==> src/mst_pkg.sv <==
// package: constants and carrier types for the modem sync and tuning register bank
// assumes: one 10 MHz core clock, byte-wide register port addressed by printed offset
package mst_pkg;
	localparam int CLK_HZ = 10000000;
	localparam int FREQ_STEP_HZ = 7800;

	localparam logic [6:0] OFS_CORR_CTRL = 7'h47;
	localparam logic [6:0] OFS_FREQ_EST = 7'h48;
	localparam logic [6:0] OFS_SNIFF_TEST = 7'h5b;
	localparam logic [6:0] OFS_UNUSED = 7'h62;

	localparam logic [7:0] RST_CORR_CTRL = 8'h2e;
	localparam logic [7:0] RST_FREQ_EST = 8'h00;
	localparam logic [7:0] RST_SNIFF_TEST = 8'h08;

	// writable bits of the two mixed registers; the rest read as zero
	localparam logic [7:0] CORR_CTRL_MASK = 8'h3f;
	localparam logic [7:0] SNIFF_TEST_MASK = 8'h0f;

	localparam int SFD_REQ_BIT = 5;
	localparam int THR_MSB = 4;
	localparam int SNIFF_BIT = 2;
	localparam int PHASE_BIT = 1;

	localparam logic [3:0] ZERO_SYM = 4'h0;
	localparam logic [3:0] SFD_SYM_FIRST = 4'h7;
	localparam logic [3:0] SFD_SYM_SECOND = 4'ha;

	localparam int NUM_TUNE = 23;
	// index 0 is the lowest tuning offset
	localparam logic [NUM_TUNE-1:0][6:0] TUNE_OFS = {
		7'h7e, 7'h7c, 7'h7a, 7'h61, 7'h60, 7'h5f, 7'h5e, 7'h5d,
		7'h5c, 7'h5a, 7'h58, 7'h57, 7'h56, 7'h55, 7'h54, 7'h53,
		7'h52, 7'h51, 7'h50, 7'h4f, 7'h4e, 7'h4c, 7'h4a};
	localparam logic [NUM_TUNE-1:0][7:0] TUNE_RST = {
		8'h02, 8'h00, 8'h00, 8'h00, 8'h00, 8'h00, 8'h00, 8'h00,
		8'h00, 8'h05, 8'h05, 8'h0a, 8'h66, 8'h2e, 8'h00, 8'h0e,
		8'h5f, 8'h2a, 8'h20, 8'h29, 8'h24, 8'h55, 8'h29};

	typedef enum logic [1:0] {SEARCH, SFD_WAIT, LOCKED} mst_sync_t;

	typedef struct packed {
		logic [6:0] addr;
		logic [7:0] wdata;
		logic wr;
		logic rd;
	} mst_bus_t;

	typedef struct packed {
		logic valid;
		logic [3:0] value;
		logic [7:0] corr;
	} mst_sym_t;

	typedef struct packed {
		logic valid;
		logic [7:0] estimate;
	} mst_freq_t;

	typedef struct packed {
		logic strobe;
		logic tx_active;
		logic rx_bit;
		logic tx_bit;
	} mst_sniff_t;

	typedef struct packed {
		logic hit;
		logic [4:0] idx;
	} mst_hit_t;

	typedef struct packed {
		logic [7:0] corr_ctrl;
		logic [7:0] freq;
		logic [7:0] sniff_test;
		logic [NUM_TUNE-1:0][7:0] tune;
		logic [7:0] rdata;
		mst_sync_t sync;
		logic [1:0] zero_cnt;
		logic zero_above;
		logic sync_pulse;
		logic locked;
		logic sniff_clk;
		logic sniff_data;
		logic phase_rev;
	} mst_state_t;
endpackage

==> src/mst_regs.sv <==
// modem correlation/sync control, frequency offset estimate, sniffer/phase test bits
// and the tuning/test register map; assumes demodulator inputs share CORE_CLK
`timescale 1ns/100ps

module mst_regs (
	input wire logic CORE_CLK, // 10 MHz core clock
	input wire logic RESET_N, // asynchronous reset, active low
	input wire mst_pkg::mst_bus_t BUS, // register port request
	input wire logic DEMOD_EN, // demodulator enabled
	input wire logic FRAME_END, // received frame finished, pulse
	input wire logic AVG_MODE, // offset averaging setting
	input wire logic [1:0] ZERO_COUNT, // zero-symbol count setting
	input wire mst_pkg::mst_sym_t SYM, // decoded symbol with correlation
	input wire mst_pkg::mst_freq_t FREQ_IN, // raw offset estimate
	input wire mst_pkg::mst_sniff_t SNIFF_IN, // data to observe
	output logic [7:0] RDATA, // read data, cycle after read strobe
	output logic SYNC_FOUND, // sfd accepted, pulse
	output logic SYNC_LOCKED, // inside a received frame
	output logic GPIO_SNIFF_CLK, // sniffer bit strobe
	output logic GPIO_SNIFF_DATA, // sniffer bit
	output logic PHASE_REVERSE, // reversed-phase modulation
	output logic [mst_pkg::NUM_TUNE-1:0][7:0] TUNE_REGS // tuning register contents
);
	localparam mst_pkg::mst_state_t ST_RST = '{
		corr_ctrl: mst_pkg::RST_CORR_CTRL,
		freq: mst_pkg::RST_FREQ_EST,
		sniff_test: mst_pkg::RST_SNIFF_TEST,
		tune: mst_pkg::TUNE_RST,
		rdata: 8'h00,
		sync: mst_pkg::SEARCH,
		zero_cnt: 2'h0,
		zero_above: 1'b0,
		sync_pulse: 1'b0,
		locked: 1'b0,
		sniff_clk: 1'b0,
		sniff_data: 1'b0,
		phase_rev: 1'b0
	};

	logic [1:0] rst_q;
	logic rst_n;
	mst_pkg::mst_state_t st;
	mst_pkg::mst_state_t next_st;
	mst_pkg::mst_hit_t hit;
	logic above;
	logic strict;
	logic [1:0] need;

	function automatic mst_pkg::mst_hit_t tune_find(input logic [6:0] a);
		mst_pkg::mst_hit_t h;
		h.hit = 1'b0;
		h.idx = 5'h00;
		for (int i = 0; i < mst_pkg::NUM_TUNE; i++) begin
			if (a == mst_pkg::TUNE_OFS[i]) begin
				h.hit = 1'b1;
				h.idx = i[4:0];
			end
		end
		return h;
	endfunction

	// reset release through two flops
	always_ff @(posedge CORE_CLK or negedge RESET_N) begin
		if (!RESET_N)
			rst_q <= 2'h0;
		else
			rst_q <= {rst_q[0], 1'b1};
	end
	assign rst_n = rst_q[1];

	assign hit = tune_find(BUS.addr);
	assign above = SYM.corr > {3'h0, st.corr_ctrl[mst_pkg::THR_MSB:0]};
	assign strict = st.corr_ctrl[mst_pkg::SFD_REQ_BIT];
	// reserved code 00 behaves as one zero symbol
	assign need = (ZERO_COUNT == 2'h0) ? 2'h1 : ZERO_COUNT;

	always_comb begin
		next_st = st;
		next_st.rdata = 8'h00;
		next_st.sync_pulse = 1'b0;

		if (BUS.wr) begin
			if (BUS.addr == mst_pkg::OFS_CORR_CTRL)
				next_st.corr_ctrl = BUS.wdata & mst_pkg::CORR_CTRL_MASK;
			else if (BUS.addr == mst_pkg::OFS_SNIFF_TEST)
				next_st.sniff_test = BUS.wdata & mst_pkg::SNIFF_TEST_MASK;
			else if (hit.hit)
				next_st.tune[hit.idx] = BUS.wdata;
			// estimate and unused slot ignore writes
		end

		if (BUS.rd) begin
			if (BUS.addr == mst_pkg::OFS_CORR_CTRL)
				next_st.rdata = st.corr_ctrl & mst_pkg::CORR_CTRL_MASK;
			else if (BUS.addr == mst_pkg::OFS_FREQ_EST)
				next_st.rdata = st.freq;
			else if (BUS.addr == mst_pkg::OFS_SNIFF_TEST)
				next_st.rdata = st.sniff_test & mst_pkg::SNIFF_TEST_MASK;
			else if (hit.hit)
				next_st.rdata = st.tune[hit.idx];
		end

		// sync search
		if (!DEMOD_EN) begin
			next_st.sync = mst_pkg::SEARCH;
			next_st.zero_cnt = 2'h0;
			next_st.zero_above = 1'b0;
		end else begin
			unique case (st.sync)
				mst_pkg::SEARCH: begin
					if (SYM.valid) begin
						if (SYM.value == mst_pkg::ZERO_SYM) begin
							if (st.zero_cnt != 2'h3)
								next_st.zero_cnt = st.zero_cnt + 2'h1;
							// one zero above threshold is enough
							next_st.zero_above = st.zero_above | above;
						end else begin
							next_st.zero_cnt = 2'h0;
							next_st.zero_above = 1'b0;
							if (SYM.value == mst_pkg::SFD_SYM_FIRST &&
									st.zero_cnt >= need && st.zero_above &&
									(!strict || above))
								next_st.sync = mst_pkg::SFD_WAIT;
						end
					end
				end
				mst_pkg::SFD_WAIT: begin
					if (SYM.valid) begin
						if (SYM.value == mst_pkg::SFD_SYM_SECOND &&
								(!strict || above)) begin
							next_st.sync = mst_pkg::LOCKED;
							next_st.sync_pulse = 1'b1;
						end else
							next_st.sync = mst_pkg::SEARCH;
					end
				end
				mst_pkg::LOCKED: begin
					if (FRAME_END)
						next_st.sync = mst_pkg::SEARCH;
				end
			endcase
		end
		next_st.locked = (next_st.sync == mst_pkg::LOCKED);

		// offset estimate, while the demodulator is enabled: tracks always, or only until sync
		if (DEMOD_EN && FREQ_IN.valid && (AVG_MODE || st.sync != mst_pkg::LOCKED))
			next_st.freq = FREQ_IN.estimate;

		// sniffer on gpio, quiet when disabled
		if (st.sniff_test[mst_pkg::SNIFF_BIT]) begin
			next_st.sniff_clk = SNIFF_IN.strobe;
			next_st.sniff_data = SNIFF_IN.tx_active ? SNIFF_IN.tx_bit : SNIFF_IN.rx_bit;
		end else begin
			next_st.sniff_clk = 1'b0;
			next_st.sniff_data = 1'b0;
		end

		next_st.phase_rev = next_st.sniff_test[mst_pkg::PHASE_BIT];
	end

	always_ff @(posedge CORE_CLK or negedge rst_n) begin
		if (!rst_n)
			st <= ST_RST;
		else
			st <= next_st;
	end

	assign RDATA = st.rdata;
	assign SYNC_FOUND = st.sync_pulse;
	assign SYNC_LOCKED = st.locked;
	assign GPIO_SNIFF_CLK = st.sniff_clk;
	assign GPIO_SNIFF_DATA = st.sniff_data;
	assign PHASE_REVERSE = st.phase_rev;
	assign TUNE_REGS = st.tune;
endmodule

==> config.mk <==
export PLATFORM = sky130hd
export DESIGN_NAME = mst_regs
export DESIGN_NICKNAME = d
export VERILOG_FILES = /design/src/mst_pkg.sv /design/src/mst_regs.sv
export SDC_FILE = /design/constraint.sdc
export NUM_CORES = 1
export LEC_CHECK = 0
export BUFFER_PORTS_ARGS = -buffer_cell sky130_fd_sc_hd__buf_4
export CAP_MARGIN = 25
export CORE_MARGIN = 2
export CORE_UTILIZATION = 45
export CTS_BUF_LIST = sky130_fd_sc_hd__clkbuf_16
export DETAILED_ROUTE_END_ITERATION = 6
export PLACE_DENSITY = 0.78
export SYNTH_ARGS = -nofsm -noshare
export SYNTH_HDL_FRONTEND = slang
export SYNTH_SLANG_ARGS = --single-unit
==> constraint.sdc <==
create_clock -name CORE_CLK -period 13.5 [get_ports CORE_CLK]
set_input_delay 1.35 -clock CORE_CLK [delete_from_list [all_inputs] [get_ports CORE_CLK]]
set_output_delay 1.35 -clock CORE_CLK [all_outputs]
set_load 0.02 [all_outputs]
==> out/qor.yml <==
drc: 0
cp-start-kind: "input port"
dp.cells: 1419
tightest_slew_ns: 1.14
ys_seq_elements: 221
hold_path.class: "flip-flop to flip-flop"
fin_crit_sh: 0.323
root_buffer: "clkbuf_16"
async_reset_ff_frac: 1.00
area_growth_pct: 11.4
core_area_um2: 26900
crit_path_start: "BUS[10]"
utilization: 0.510
synth_edf_count: 0
clock_path_buffers: 3
crit_path_end_kind: "flip-flop"
whs_ns: 0.350
vias_per_cell: 6.09
cp.required_ns: 13.92
vias: 8920
max_cap_violations: 0
cts_resized: 0
rsz0062_at_grt: "no"
initial_core_util: 0.458
final.setup.tns_ns: 0
crit_type: "input port to flip-flop"
synthCells: 1069
cts_tree: "built"
pwr_density_cell_nw_per_um2: 121
p_leak_nw: 6.48
ir_drop_uv: 67.4
finalClockSkew_ns: 0.0145
die_y_um: 169
hold_buffers: 0
global_route.usage.met2: 0.405
fin_crit_ns: 4.36
routabilityCongestion: 0.926
clkLatencyLatePin_ns: 0.53
r2r_slack_ns: 11.03
fin_nets: 1166
path_clk_slew_ns: 0.06
max_freq_mhz: 229
drtIter0Drc: 1124
slew_headroom: 0.237
wl_per_cell_um: 26.2
die_x_um: 169
dieArea_um2: 28700
top_usage_layer: "met2"
antenna_left: 0
drv_slew: 0
r2r_cells: 10
ys_seq_area_frac: 0.454
syn_nets: 1130
numCtsBuffers: 25
setup_viol: 0
yosys.cell_types.count: 74
cp.arrival_ns: 4.78
wirelength_um: 38400
htreeDepth: 1
hpwl_um: 27500
yosysTopAreaCellShare: 0.358
drive_above_1_share: 0.527
finalNonFillerCells: 1465
ioPinCount: 247
worstHoldStart: "rst_q[0]"
rows: 60
grt_max_degree: 157
port_buffers: 246
yosysTopAreaCell: "dfrtp_1"
synth-main-ff-cell: "dfrtp_1"
grt_pass1_wl_um: 56600
ys_warn_count: 0
track_usage: 0.262
grt_use_met1: 0.354
antenna_cells: 0
grt_use_met3: 0.0735
syn_area_per_cell_um2: 11.5
syn_area_um2: 12300
antenna_found_initial: 0
rr_endpoint: "SYNC_LOCKED"
post_cts_buffers: 0
finalHoldViolCount: 0
timing.rr.start: "st[219]"
cts_sinks: 221
crit_path_end: "TUNE_REGS[111]"
overflow: 0
grt_pass1_vias: 8753
status: "finished clean"
crit_fanout: 42
synth_area_leaders: "dfrtp_1, mux2_2, buf_4"
drtPass1Iterations: 6
==> area by class of cell <==
cell class                      instances  area [µm²]
Sequential cell                       221        5590
Timing Repair Buffer                  255        1920
Tap cell                              341         427
Inverter                               19        71.3
Multi-Input combinational cell        583        4970
Fill cell                            2370       13200
Clock buffer                           25         626
Clock inverter                         21         110
==> state kept, by name (all words and copies together), names as in the netlist <==
name	flops
GPIO_SNIFF_CLK	1
RDATA	8
GPIO_SNIFF_DATA	1
TUNE_REGS	184
st	23
rst_q	2
SYNC_LOCKED	1
SYNC_FOUND	1
==> through the flow <==
| stage | area (µm²) | power [mW] | setup slack, ns |
|---|---|---|---|
| finish | 13700 | 1.66 | 9.14 |
| detailed placement | 13000 | 1.05 | 8.63 |
| CTS | 13700 | 1.67 | 9.21 |
| global route | 13700 | 1.71 | 9.04 |
| floorplan | 12300 | 0.964 | 6.96 |
| global placement | 13000 | 1.04 | 8.50 |
==> logic make-up (layout without fill, tap and decap cells) <==
kind of cell,after synthesis,after routing,synth area share
buf+inv,265,320,0.142
simple gates,184,184,0.0878
flops,221,221,0.454
fa+ha+maj,11,11,0.0112
other cells,1,1,0.000305
mux,229,229,0.208
compound gates,158,158,0.0959
==> where the power goes <==
group / total [mW] / switching [mW] / internal (mW)
Sequential: 0.760 / 0.0469 / 0.713
Combinational: 0.277 / 0.156 / 0.121
Clock: 0.621 / 0.283 / 0.337
==> cells in the mapped netlist (12+ instances only) <==
cell	instances
a21oi_1	20
buf_2	12
buf_4	192
clkbuf_1	36
dfrtp_1	176
dfstp_2	45
inv_1	19
mux2_2	219
nand2_1	32
nand3_1	20
nor2_1	30
nor3_2	18
o211ai_1	12
o21a_1	14
o21ai_0	16
o22ai_1	17
==> worst min-delay path by stage <==
stage / endpoint / cells past startpoint
floorplan: rst_q[1] / 0
global placement: rst_q[1] / 0
detailed placement: rst_q[1] / 0
CTS: rst_q[1] / 0
global route: rst_q[1] / 0
finish: rst_q[1] / 0
==> per-layer routing <==
layer  up-vias  share of wire
li1       3764              -
met4         0          0.036
met2       541           0.45
met3        86           0.11
met5         -              0
met1      4529           0.41
==> placed cells by master (no fill, tap or decap), types with 12 or more instances in the layout <==
cell / Yosys / final
o22ai_1: 17 / 17
nor2_1: 30 / 30
o21ai_0: 16 / 16
clkbuf_16: 0 / 25
nand3_1: 20 / 20
a21oi_1: 20 / 20
nand2_1: 32 / 32
o21a_1: 14 / 14
buf_4: 192 / 253
nor3_2: 18 / 18
dfstp_2: 45 / 45
mux2_2: 219 / 219
o211ai_1: 12 / 12
dfrtp_1: 176 / 175
inv_1: 19 / 23
==> critical path: stages <==
cell,delay [ns]
buf_4,0.15
nand2b_4,0.15
or3_1,0.34
a311o_2,0.51
a21boi_4,0.14
buf_4,0.58
nand2_2,0.35
nor3_2,0.76
mux2_2,0.42
Power figures use the tool's default switching activity.
